==> src/cap_params.svh <==
// Constants of the command/address parity checker and its controller end.
// Assumes a single 250 MHz command clock shared by both ends.
`ifndef CAP_PARAMS_SVH
`define CAP_PARAMS_SVH

`define CAP_CLK_MHZ 250
// Round a least time up and a longest time down to whole cycles, never below one
`define CAP_CEIL(ns) (((ns) * `CAP_CLK_MHZ + 999) / 1000 < 1 ? 1 : ((ns) * `CAP_CLK_MHZ + 999) / 1000)
`define CAP_FLOOR(ns) (((ns) * `CAP_CLK_MHZ) / 1000 < 1 ? 1 : ((ns) * `CAP_CLK_MHZ) / 1000)

`define CAP_ERR_ON_NS 12
`define CAP_PW_MIN_NS 72
`define CAP_PW_MAX_NS 144
`define CAP_ROW_ACTIVE_NS 32
`define CAP_MODE_SET_NS 24
`define CAP_REL_EXTRA_NS 3
`define CAP_ERR_ON_CYC `CAP_FLOOR(`CAP_ERR_ON_NS)
`define CAP_PW_MIN_CYC `CAP_CEIL(`CAP_PW_MIN_NS)
`define CAP_PW_MAX_CYC `CAP_FLOOR(`CAP_PW_MAX_NS)
`define CAP_ROW_ACTIVE_CYC `CAP_CEIL(`CAP_ROW_ACTIVE_NS)
`define CAP_MODE_SET_CYC `CAP_CEIL(`CAP_MODE_SET_NS)
`define CAP_REL_CYC (1 + `CAP_CEIL(`CAP_REL_EXTRA_NS))
`define CAP_GAP_CYC 1
`define CAP_EXTRA_REFRESH 2

// Mode register five select on {bank group, bank}, and its fields
`define CAP_MR5_SEL 4'h5
`define CAP_LOG_SEL 4'hf
`define CAP_PL_LSB 0
`define CAP_STAT_BIT 4
`define CAP_PERS_BIT 9

// Controller register offsets
`define CAP_REG_CMD 4'h0
`define CAP_REG_STATUS 4'h4
`define CAP_REG_READOUT 4'h8
`define CAP_REG_PL 4'hc
`define CAP_PL_RESET 3'h0

`endif

==> src/cap_pkg.sv <==
// Types shared by the parity checker, its controller end and the link.
package cap_pkg;
   typedef struct packed {
      logic act_n;
      logic ras;
      logic cas;
      logic we;
      logic [1:0] bg;
      logic [1:0] ba;
      logic [13:0] addr;
   } cap_cmd_s;

   // {act_n, ras, cas, we}; any code with act_n low is an activate
   typedef enum logic [3:0] {
      CAP_MRS = 4'h8,
      CAP_REF = 4'h9,
      CAP_PRE = 4'ha,
      CAP_WR = 4'hc,
      CAP_RD = 4'hd
   } cap_op_e;

   typedef enum logic [1:0] {
      DS_IDLE = 2'b00,
      DS_ALERT = 2'b01,
      DS_TAIL = 2'b10
   } cap_dev_state_e;

   typedef enum logic [1:0] {
      HS_IDLE = 2'b00,
      HS_WAIT = 2'b01,
      HS_ALERT = 2'b10,
      HS_RELEASE = 2'b11
   } cap_host_state_e;
endpackage

==> src/cap_if.sv <==
// Command/address link between controller and memory device.
// Both ends run on the same command clock; no clocking block.
`timescale 1ns/1ns
`default_nettype none
interface cap_if;
   logic cs_n;
   cap_pkg::cap_cmd_s ca;
   logic cmd_parity_in;
   logic alert_n;
   logic [31:0] rd_data;
   logic rd_valid;

   modport dev(input cs_n, input ca, input cmd_parity_in, output alert_n, output rd_data, output rd_valid);
   modport host(output cs_n, output ca, output cmd_parity_in, input alert_n, input rd_data, input rd_valid);
endinterface
`default_nettype wire

==> src/cap_device.sv <==
// Device end: parity check of captured commands, parity latency, error pulse.
// Assumes the controller end on the same clock keeps its own timing duties.
`include "cap_params.svh"
`timescale 1ns/1ns
`default_nettype none
module cap_device (
   input wire logic CLOCK_I,
   input wire logic NRST_I,
   cap_if.dev BUS,
   input wire logic [4:0] ADDED_LAT_I,
   input wire logic [4:0] WRITE_CAS_LAT_I,
   input wire logic [4:0] READ_CAS_LAT_I,
   output logic EXEC_VALID_O,
   output cap_pkg::cap_cmd_s EXEC_CMD_O,
   output logic PRECHARGE_ALL_O,
   output logic CHECK_ON_O,
   output logic [6:0] WRITE_LAT_O,
   output logic [6:0] READ_LAT_O
);
   localparam int DEPTH = 7;
   localparam logic [7:0] ON_CYC = 8'(`CAP_ERR_ON_CYC);
   localparam logic [7:0] PW_MIN = 8'(`CAP_PW_MIN_CYC);
   localparam logic [7:0] PW_END = ON_CYC + 8'(`CAP_PW_MAX_CYC);
   localparam logic [7:0] ROW_CYC = 8'(`CAP_ROW_ACTIVE_CYC);

   // Absent stacking pins are simply not inputs here, so they add nothing
   function automatic logic parity_of(input cap_pkg::cap_cmd_s c);
      parity_of = ^c;
   endfunction

   function automatic logic is_mr5(input cap_pkg::cap_cmd_s c);
      is_mr5 = ({c.act_n, c.ras, c.cas, c.we} == cap_pkg::CAP_MRS) && ({c.bg, c.ba} == `CAP_MR5_SEL);
   endfunction

   cap_pkg::cap_dev_state_e state_q;
   logic [7:0] cnt_q;
   logic [2:0] pl_q;
   logic pers_q;
   logic status_q;
   logic multi_q;
   logic prech_done_q;
   logic alert_n_q;
   logic rd_valid_q;
   logic [31:0] rd_data_q;
   cap_pkg::cap_cmd_s log_q;
   cap_pkg::cap_cmd_s pipe_q [DEPTH:0];
   logic pipe_v_q [DEPTH:0];
   logic idle;
   logic check_on;
   logic par_err;
   logic accept;
   logic exec_v;
   cap_pkg::cap_cmd_s exec_c;
   logic clr_status;

   assign idle = (state_q == cap_pkg::DS_IDLE);
   assign check_on = (pl_q != 3'h0) && idle && (!status_q || pers_q);
   assign par_err = !BUS.cs_n && check_on && (parity_of(BUS.ca) ^ BUS.cmd_parity_in);
   assign accept = !BUS.cs_n && idle && !par_err;
   assign exec_v = (pl_q == 3'h0) ? accept : pipe_v_q[pl_q];
   assign exec_c = (pl_q == 3'h0) ? BUS.ca : pipe_q[pl_q];
   // A one in the status field is ignored: only a clear takes effect
   assign clr_status = exec_v && is_mr5(exec_c) && !exec_c.addr[`CAP_STAT_BIT];

   assign pipe_q[0] = BUS.ca;
   assign pipe_v_q[0] = accept;

   // Latency line; an error flushes the uncertain window, so no read there reaches the strobes
   genvar k;
   generate
      for (k = 1; k <= DEPTH; k++) begin : g_stage
         always_ff @(posedge CLOCK_I) begin
            if (!NRST_I) begin
               pipe_v_q[k] <= 1'b0;
               pipe_q[k] <= '0;
            end else begin
               pipe_v_q[k] <= pipe_v_q[k-1] && idle && !par_err;
               pipe_q[k] <= pipe_q[k-1];
            end
         end
      end
   endgenerate

   always_ff @(posedge CLOCK_I) begin
      if (!NRST_I) begin
         EXEC_VALID_O <= 1'b0;
         EXEC_CMD_O <= '0;
      end else begin
         EXEC_VALID_O <= exec_v && idle;
         EXEC_CMD_O <= exec_c;
      end
   end

   // Mode register five: latency and persistence taken as the command executes
   always_ff @(posedge CLOCK_I) begin
      if (!NRST_I) begin
         pl_q <= `CAP_PL_RESET;
         pers_q <= 1'b0;
      end else if (exec_v && idle && is_mr5(exec_c)) begin
         pl_q <= exec_c.addr[`CAP_PL_LSB +: 3];
         pers_q <= exec_c.addr[`CAP_PERS_BIT];
      end
   end

   // Set wins over a clear arriving in the same cycle
   always_ff @(posedge CLOCK_I) begin
      if (!NRST_I) begin
         status_q <= 1'b0;
         multi_q <= 1'b0;
      end else if (par_err) begin
         status_q <= 1'b1;
         multi_q <= multi_q || status_q;
      end else if (clr_status && idle) begin
         status_q <= 1'b0;
         multi_q <= 1'b0;
      end
   end

   always_ff @(posedge CLOCK_I) begin
      if (!NRST_I) begin
         log_q <= '0;
      end else if (par_err) begin
         log_q <= BUS.ca;
      end
   end

   // Error pulse: alert low from the cycle after the error, well inside the assert delay
   always_ff @(posedge CLOCK_I) begin
      if (!NRST_I) begin
         state_q <= cap_pkg::DS_IDLE;
         cnt_q <= 8'h00;
         alert_n_q <= 1'b1;
         prech_done_q <= 1'b0;
         PRECHARGE_ALL_O <= 1'b0;
      end else begin
         PRECHARGE_ALL_O <= 1'b0;
         unique case (state_q)
            cap_pkg::DS_IDLE: begin
               if (par_err) begin
                  state_q <= cap_pkg::DS_ALERT;
                  cnt_q <= 8'h01;
                  alert_n_q <= 1'b0;
                  prech_done_q <= 1'b0;
               end
            end
            cap_pkg::DS_ALERT: begin
               cnt_q <= cnt_q + 8'h01;
               if (cnt_q == ROW_CYC) begin
                  PRECHARGE_ALL_O <= 1'b1;
                  prech_done_q <= 1'b1;
               end
               if (cnt_q >= PW_MIN && prech_done_q) begin
                  state_q <= cap_pkg::DS_TAIL;
                  alert_n_q <= 1'b1;
               end
            end
            cap_pkg::DS_TAIL: begin
               cnt_q <= cnt_q + 8'h01;
               if (cnt_q >= PW_END) begin
                  state_q <= cap_pkg::DS_IDLE;
               end
            end
            default: begin
               state_q <= cap_pkg::DS_IDLE;
               alert_n_q <= 1'b1;
            end
         endcase
      end
   end

   // Log readout: a read addressed to the log select returns status and log
   always_ff @(posedge CLOCK_I) begin
      if (!NRST_I) begin
         rd_valid_q <= 1'b0;
         rd_data_q <= 32'h0;
      end else begin
         rd_valid_q <= exec_v && idle && ({exec_c.act_n, exec_c.ras, exec_c.cas, exec_c.we} == cap_pkg::CAP_RD)
                       && ({exec_c.bg, exec_c.ba} == `CAP_LOG_SEL);
         rd_data_q <= {8'h00, multi_q, status_q, log_q};
      end
   end

   always_ff @(posedge CLOCK_I) begin
      if (!NRST_I) begin
         WRITE_LAT_O <= 7'h00;
         READ_LAT_O <= 7'h00;
         CHECK_ON_O <= 1'b0;
      end else begin
         WRITE_LAT_O <= 7'(ADDED_LAT_I) + 7'(WRITE_CAS_LAT_I) + 7'(pl_q);
         READ_LAT_O <= 7'(ADDED_LAT_I) + 7'(READ_CAS_LAT_I) + 7'(pl_q);
         CHECK_ON_O <= check_on;
      end
   end

   assign BUS.alert_n = alert_n_q;
   assign BUS.rd_valid = rd_valid_q;
   assign BUS.rd_data = rd_data_q;
endmodule
`default_nettype wire

==> src/flat_wrapper.sv <==
// flat-port wrapper written by rule: the top's interface ports become plain ports
module cap_device_flat 
  (CLOCK_I, NRST_I, ADDED_LAT_I, WRITE_CAS_LAT_I, READ_CAS_LAT_I, EXEC_VALID_O, EXEC_CMD_O, PRECHARGE_ALL_O, CHECK_ON_O, WRITE_LAT_O, READ_LAT_O, BUS_cs_n, BUS_ca, BUS_cmd_parity_in, BUS_alert_n, BUS_rd_data, BUS_rd_valid);
  cap_if BUS_i ();
  input wire logic CLOCK_I;
  input wire logic NRST_I;
  input wire logic [4:0] ADDED_LAT_I;
  input wire logic [4:0] WRITE_CAS_LAT_I;
  input wire logic [4:0] READ_CAS_LAT_I;
  output logic EXEC_VALID_O;
  output cap_pkg::cap_cmd_s EXEC_CMD_O;
  output logic PRECHARGE_ALL_O;
  output logic CHECK_ON_O;
  output logic [6:0] WRITE_LAT_O;
  output logic [6:0] READ_LAT_O;
  input wire logic [$bits(BUS_i.cs_n)-1:0] BUS_cs_n;
  input wire logic [$bits(BUS_i.ca)-1:0] BUS_ca;
  input wire logic [$bits(BUS_i.cmd_parity_in)-1:0] BUS_cmd_parity_in;
  output wire logic [$bits(BUS_i.alert_n)-1:0] BUS_alert_n;
  output wire logic [$bits(BUS_i.rd_data)-1:0] BUS_rd_data;
  output wire logic [$bits(BUS_i.rd_valid)-1:0] BUS_rd_valid;
  assign BUS_i.cs_n = BUS_cs_n;
  assign BUS_i.ca = BUS_ca;
  assign BUS_i.cmd_parity_in = BUS_cmd_parity_in;
  assign BUS_alert_n = BUS_i.alert_n;
  assign BUS_rd_data = BUS_i.rd_data;
  assign BUS_rd_valid = BUS_i.rd_valid;
  cap_device u_core (.CLOCK_I(CLOCK_I), .NRST_I(NRST_I), .BUS(BUS_i), .ADDED_LAT_I(ADDED_LAT_I), .WRITE_CAS_LAT_I(WRITE_CAS_LAT_I), .READ_CAS_LAT_I(READ_CAS_LAT_I), .EXEC_VALID_O(EXEC_VALID_O), .EXEC_CMD_O(EXEC_CMD_O), .PRECHARGE_ALL_O(PRECHARGE_ALL_O), .CHECK_ON_O(CHECK_ON_O), .WRITE_LAT_O(WRITE_LAT_O), .READ_LAT_O(READ_LAT_O));
endmodule
==> config.mk <==
export PLATFORM = sky130hd
export DESIGN_NAME = cap_device_flat
export DESIGN_NICKNAME = d
export VERILOG_FILES = /design/src/cap_pkg.sv /design/src/cap_if.sv /design/src/cap_device.sv /design/src/flat_wrapper.sv
export VERILOG_INCLUDE_DIRS = /design/src
export SDC_FILE = /design/constraint.sdc
export NUM_CORES = 1
export LEC_CHECK = 0
export BUFFER_PORTS_ARGS = -buffer_cell sky130_fd_sc_hd__buf_2
export CORE_MARGIN = 3
export CORE_UTILIZATION = 60
export DETAILED_ROUTE_END_ITERATION = 7
export PLACE_DENSITY = 0.82
export SYNTH_ARGS = -nofsm -noshare
export SYNTH_HDL_FRONTEND = slang
export SYNTH_SLANG_ARGS = --single-unit
export TNS_END_PERCENT = 10
==> constraint.sdc <==
create_clock -name CLOCK_I -period 5.4 [get_ports CLOCK_I]
set_input_delay 0.27 -clock CLOCK_I [delete_from_list [all_inputs] [get_ports CLOCK_I]]
set_output_delay 0.27 -clock CLOCK_I [all_outputs]
set_load 0.005 [all_outputs]
==> results of run 1 <==
[final cells by class]
cell class	instances	area, um^2
clock buffers	34	689
flip-flops and latches	265	5310
well taps	216	270
fillers	1132	4680
clock inverters	11	121
inverters	32	120
multi-input cells	532	4190
repair buffers	110	568
[worst max-delay path, stage by stage (launching register included)]
cell	delay [ns]
dfxtp_2	0.96
mux4_2	0.44
or4_1	0.53
nor3_1	0.15
a31oi_1	0.07
nor2_1	0.58
nor2_1	0.15
a21o_1	0.20
[flip-flops by register name, indices dropped and copies added, names as in the netlist]
name / count
u_core.BUS.rd_data: 24
u_core.CHECK_ON_O: 1
u_core.pers_q: 1
u_core.WRITE_LAT_O: 7
u_core.BUS.rd_valid: 1
u_core.pipe_v_q: 7
u_core.status_q: 1
u_core.pl_q: 3
u_core.multi_q: 1
u_core.pipe_q: 154
u_core.PRECHARGE_ALL_O: 1
u_core.BUS.alert_n: 1
u_core.state_q: 2
u_core.READ_LAT_O: 7
u_core.cnt_q: 8
u_core.EXEC_VALID_O: 1
u_core.EXEC_CMD_O: 22
u_core.prech_done_q: 1
u_core.log_q: 22
[metrics by stage]
step / std cells / hold slack [ns] / worst slack (ns) / utilization (%) / cell area, um^2
2_1_floorplan: 884 / 0.346 / 2.69 / - / 9860
3_3_place_gp: 1154 / 0.413 / 2.35 / 65.5 / 10400
3_5_place_dp: 1154 / 0.420 / 2.28 / 65.5 / 10400
4_1_cts: 1200 / 0.0128 / 2.24 / 70.7 / 11300
5_1_grt: 1200 / 0.0261 / 2.00 / 70.7 / 11300
6_report: 1200 / 0.0323 / 2.18 / 70.7 / 11300
[cell usage after synthesis (all sizes together) (8+ instances only)]
cell	instances
a21o	9
buf	22
and3	10
nand3	9
mux4	44
xnor2	25
inv	32
nor3	8
nor2	75
nand2	36
dfxtp	265
ha	23
and2	164
a21oi	36
clkbuf	33
mux2i	23
[routing by layer]
| metal | up-vias | GRT usage, % | share of wire (%) |
|---|---|---|---|
| met4 | 0 | 6.62 | 2.0 |
| met2 | 181 | 34.1 | 46 |
| met5 | - | 0 | 0 |
| li1 | 3108 | - | - |
| met1 | 3074 | 30.7 | 46 |
| met3 | 33 | 3.26 | 6.0 |
[power by group]
part	internal (uW)	switching, uW	total [uW]
clock network	996	721	1720
registers	2010	26.5	2040
logic	170	232	402
total	3180	979	4160
[what timing repair did]
action / in CTS / in global routing
hold buffers: 1 / 0
endpoints found under the hold margin: 1 / 0
setup buffers: 0 / 0
[worst max-delay path by stage]
stage | endpoint | slack, ns | cells after the start
3_5_place_dp | u_core.multi_q | 2.28 | 7
6_report | u_core.pl_q[2] | 2.18 | 7
2_1_floorplan | u_core.multi_q | 2.69 | 9
3_3_place_gp | u_core.multi_q | 2.35 | 7
4_1_cts | u_core.multi_q | 2.24 | 7
5_1_grt | u_core.pl_q[2] | 2.00 | 7
[kinds of logic (layout without fill, tap and decap cells)]
logic type | Yosys count | in the layout | synth area share, %
and+or+nand+nor | 320 | 320 | 17.6
DFF | 265 | 265 | 53.9
buffers and inverters | 87 | 187 | 3.79
AOI/OAI and AO/OA | 76 | 76 | 4.99
muxes | 69 | 69 | 12.7
xor gates and xnor gates | 32 | 32 | 3.27
adders and majority gates | 27 | 27 | 3.74
other | 1 | 8 | 0.0381
==> flow_summary.yaml, run 1 <==
critical_path:
  endpoint_kind: "flop"
  rr_worst_depth: 7
  startpoint_type: "flop"
  worstPathRequired_ns: 5.79
  critical_path_class: "reg -> reg"
  cp.arrival_ns: 3.62
  rrSetupSlack_ns: 2.18
  startpoint: "u_core.pl_q[1]"
  r2r_start: "u_core.pl_q[1]"
  r2r_end: "u_core.pl_q[2]"
  critPathMaxFanout: 38
cts:
  clock-sinks: 265
  path_clk_slew_ns: 0.06
  cts_buffer_depth: 3
  htreeDepth: 1
  cts.repair.resized: 0
  clock_latency_ns: 0.52
  cts_tree: "yes"
  clockRootBuffer: "clkbuf_16"
  cts_buffers: 25
flow_run:
  cap_viol_max_count: 0
floorplan:
  std_cell_rows: 46
  die_h_um: 134
  dieArea_mm2: 0.0180
  core_mm2: 0.0159
  die_x_um: 134
  pin_count: 114
  initial_utilization_pct: 61.7
place:
  numPortBuffers: 105
  finalWeightedCongestion: 0.827
  dp_hpwl_mm: 12.8
routing:
  detail-route-antenna-nets: 0
  drc: 0
  post_drt_wl_per_cell_um: 16.2
  wirelength_mm: 19.4
  route.vias.total: 6396
  first_pass_iters: 5
  drt_iter0_drc: 491
  viasPerCell: 5.33
layout:
  layout_commonest_cell: "dfxtp_1"
  layout_common_cells: "262 x dfxtp_1, 163 x and2_1, 104 x buf_2"
  post_route_cells_drive_above_1_share_pct: 20.5
  nNetsFinal: 1034
  area_growth_syn_to_layout_pct: 14.5
  num_antenna_cells: 0
synthesis:
  ys.flop_type: "dfxtp_1"
  async_reset_ff_share_pct: 0
  ys_ff_latch: 265
  synth_seq_area_share_pct: 53.9
  synth_area_leaders: "dfxtp_1 54%, and2_1 10%, mux4_2 9.8%"
  synthCells: 877
  yosys_warnings: 0
  synth_edf_count: 0
  synth_top_area_share_pct: 53.9
  synthDistinctLibCells: 60
  synthesis.area_mm2: 0.00984
  yosys.area.top_type: "dfxtp_1"
  syn_avg_cell_area_um2: 11.2
timing:
  setup_tns_ns: 0
  final-hold-violation-count: 0
  fin_crit_sh_pct: 59.7
  final_max_slew_viol_count: 0
  fin_worst_skew_ns: 0.0191
  tightest_slew_ns: 0.999
  setup_viol: 0
  max_freq_ghz: 0.310
  rsz0062_at_grt: "no"
  slew_headroom_pct: 33.4
  period_needed_ns: 3.22
grt:
  antenna_found_initial: 1
  grt_pass1_vias: 6259
  grt_start_max_net_pins: 115
  track_usage_pct: 21.4
  overflow: 0
  grt_pass1_wl_mm: 31.3
min_path:
  min_to: "u_core.pipe_q[29]"
  min_from: "BUS_ca[7]"
  worstHoldPathCells: 2
  hold_path.class: "in -> reg"
pwr:
  vdd_drop_max_v: 0.000242
  power_uw: 4160
  power_density_mw_per_mm2: 369
  static-leakage-power_uw: 0.00492
status:
  status: "finished clean"
Power figures use the tool's default switching activity.
==> run 2: changes to the inputs <==
--- a/config.mk
+++ b/config.mk
@@ -6,11 +6,12 @@
 export SDC_FILE = /design/constraint.sdc
 export NUM_CORES = 1
 export LEC_CHECK = 0
+export ABC_AREA = 1
 export BUFFER_PORTS_ARGS = -buffer_cell sky130_fd_sc_hd__buf_2
 export CORE_MARGIN = 3
-export CORE_UTILIZATION = 60
+export CORE_UTILIZATION = 53
 export DETAILED_ROUTE_END_ITERATION = 7
-export PLACE_DENSITY = 0.82
+export PLACE_DENSITY = 0.76
 export SYNTH_ARGS = -nofsm -noshare
 export SYNTH_HDL_FRONTEND = slang
 export SYNTH_SLANG_ARGS = --single-unit
==> constraint.sdc (replaced) <==
create_clock -name CLOCK_I -period 2.9 [get_ports CLOCK_I]
set_input_delay 0.145 -clock CLOCK_I [delete_from_list [all_inputs] [get_ports CLOCK_I]]
set_output_delay 0.145 -clock CLOCK_I [all_outputs]
set_load 0.005 [all_outputs]
==> flow_summary.yaml, run 2 <==
layout:
  largest_register_ffs: 154
  layout_common_cells: "328 x nand2_1, 263 x dfxtp_1, 256 x inv_1"
  area_growth_syn_to_layout_pct: 17.1
  post_route_cells_drive_above_1_share_pct: 12.2
  largest_register: "u_core.pipe_q"
  layout_commonest_cell: "nand2_1"
  num_antenna_cells: 0
  nNetsFinal: 1569
synthesis:
  synth_top_family_by_area: "simple AND/OR/NAND/NOR gates"
  synth_area_leaders: "dfxtp_1 50%, nand2_1 12%, inv_1 9.1%"
  synthCells: 1398
  ys_ff_latch: 265
  synth_top_area_share_pct: 50.4
  synth.mux.area_fraction_pct: 0
  syn_avg_cell_area_um2: 7.53
  ys.flop_type: "dfxtp_1"
  yosys.area.top_type: "dfxtp_1"
  synth_xor_area_share_pct: 1.41
  synth_edf_count: 0
  synth-simple-area-share_pct: 19.1
  synthDistinctLibCells: 38
  synth_seq_area_share_pct: 50.4
  synth_fa_ha_area_share_pct: 3.49
  synthesis.area_mm2: 0.0105
  async_reset_ff_share_pct: 0
  yosysMostFrequentCell: "nand2_1"
  ys_top_cells_by_count: "328 x nand2_1, 265 x dfxtp_1, 256 x inv_1, 141 x nor2_1, 113 x o21ai_0"
  synth_compound_area_share_pct: 12.6
  yosys_warnings: 0
floorplan:
  die_h_um: 147
  pin_count: 114
  die_x_um: 147
  dieArea_mm2: 0.0216
  std_cell_rows: 50
  core_mm2: 0.0191
  initial_utilization_pct: 55.2
routing:
  viasPerCell: 4.90
  drc: 0
  post_drt_wl_per_cell_um: 12.7
  detail-route-antenna-nets: 0
  drt_iter0_drc: 785
  route.vias.total: 8725
  wirelength_mm: 22.5
  first_pass_iters: 6
timing:
  period_needed_ns: 2.39
  final-hold-violation-count: 0
  tightest_slew_ns: 0.610
  final_max_slew_viol_count: 0
  slew_headroom_pct: 59.3
  fin_crit_sh_pct: 82.3
  rsz0062_at_grt: "no"
  worst_hold_slack_ns: 0.0526
  max_freq_ghz: 0.419
  fin_worst_skew_ns: 0.0141
  setup_tns_ns: 0
  setup_viol: 0
pwr:
  vdd_drop_max_v: 0.000495
  power_density_mw_per_mm2: 658
  static-leakage-power_uw: 0.00707
cts:
  cts.repair.resized: 0
  hold_buffers: 23
  clock_latency_ns: 0.52
  cts_buffer_depth: 3
  cts_buffers: 27
  clockRootBuffer: "clkbuf_16"
  path_clk_slew_ns: 0.06
  cts_tree: "yes"
  post_cts_buffers: 0
  clock-sinks: 265
  htreeDepth: 1
critical_path:
  cp.arrival_ns: 2.82
  critical_path_class: "reg -> reg"
  crit_slowest_cell: "ha_1"
  worstPathRequired_ns: 3.33
  path_cells: "inv_1 > ha_1 > o311ai_0 > nor2_1 > nand2_2 > buf_4 > nor2_8 > inv_1 > a22oi_1"
  critPathMostFrequentCell: "inv_1"
  critPathMaxFanout: 19
  startpoint_type: "flop"
  endpoint_kind: "flop"
  cp_slowest_stage_delay_ns: 0.45
place:
  numPortBuffers: 105
  dp_hpwl_mm: 15.0
  finalWeightedCongestion: 0.814
grt:
  track_usage_pct: 20.9
  grt_start_max_net_pins: 78
  antenna_found_initial: 0
  overflow: 0
  grt_pass1_wl_mm: 38.4
  grt_pass1_vias: 8140
min_path:
  hold_path.class: "in -> reg"
status:
  status: "finished clean"
flow_run:
  cap_viol_max_count: 0
-- run 2: cell types whose count changed in the layout (fill, tap and decap cells not counted), sizes merged, moves of 13 or more --
| cell | delta |
|---|---|
| nand2 | +297 |
| inv | +229 |
| and2 | -164 |
| o21ai | +118 |
| nor2 | +68 |
| mux4 | -44 |
| o22ai | +35 |
| mux2i | -23 |
| dlygate4sd3 | +22 |
| xnor2 | -18 |
| a31oi | +13 |
-- run 2: critical path: cells and delay by family (launching register included) --
kind                     cells  cell delay (ns)
buffers and inverters        3             0.58
AND/OR/NAND/NOR              3             0.51
adder cells (fa/ha/maj)      1             0.45
AO/OA/AOI/OAI                2             0.44
flip-flops                   1             0.31
-- run 2: area by class of cell --
type                       instances  area, um^2
multi-input combinational        799        3880
fill                            1588        6760
sequential                       265        5310
inverter                         265         995
clock buffer                      35         746
clock inverter                    13         170
timing repair buffer             143         900
tap                              260         325
-- run 2: path summary, 6_finish.rpt --
kind | startpoint | end | slack, ns | cells past startpoint
worst max-delay path | u_core.state_q[0] | u_core.log_q[15] | 0.51 | 9
worst min-delay path | WRITE_CAS_LAT_I[4] | u_core.WRITE_LAT_O[5] | 0.05 | 4
worst min register to register | u_core.pipe_q[117] | u_core.pipe_q[139] | 0.42 | 2
worst max register to register | u_core.state_q[0] | u_core.log_q[15] | 0.51 | 9
-- run 2: per-stage QoR --
stage	utilization [%]	instances	area, um^2	setup slack (ns)	total power, uW
global route	64.6	1780	12300	0.284	8480
CTS	64.6	1780	12300	0.513	8200
detailed placement	58.6	1709	11200	0.532	4650
finish	64.6	1780	12300	0.514	8120
global placement	58.6	1709	11200	0.587	4630
floorplan	-	1405	10600	0.945	4430
-- run 2: kinds of logic after synthesis --
| group | Yosys count |
|---|---|
| buf+inv | 341 |
| simple gates | 510 |
| other cells | 1 |
| flops | 265 |
| compound gates | 237 |
| fa+ha+maj | 27 |
| xor+xnor | 17 |
-- run 2: where the power goes --
| part | internal, uW | switching [uW] | total, uW |
|---|---|---|---|
| Clock | 2160 | 1360 | 3520 |
| Sequential | 3760 | 54.3 | 3810 |
| Combinational | 274 | 505 | 779 |
| Total | 6200 | 1920 | 8120 |
-- run 2: routing by layer --
layer	wire (um)	up-vias	share of wire [%]	GRT usage, %
met3	1380	23	6.1	3.33
met1	10600	3965	47	29.0
met2	10300	246	46	34.3
li1	-	4491	-	-
met4	346	0	1.5	4.99
met5	0	-	0	0
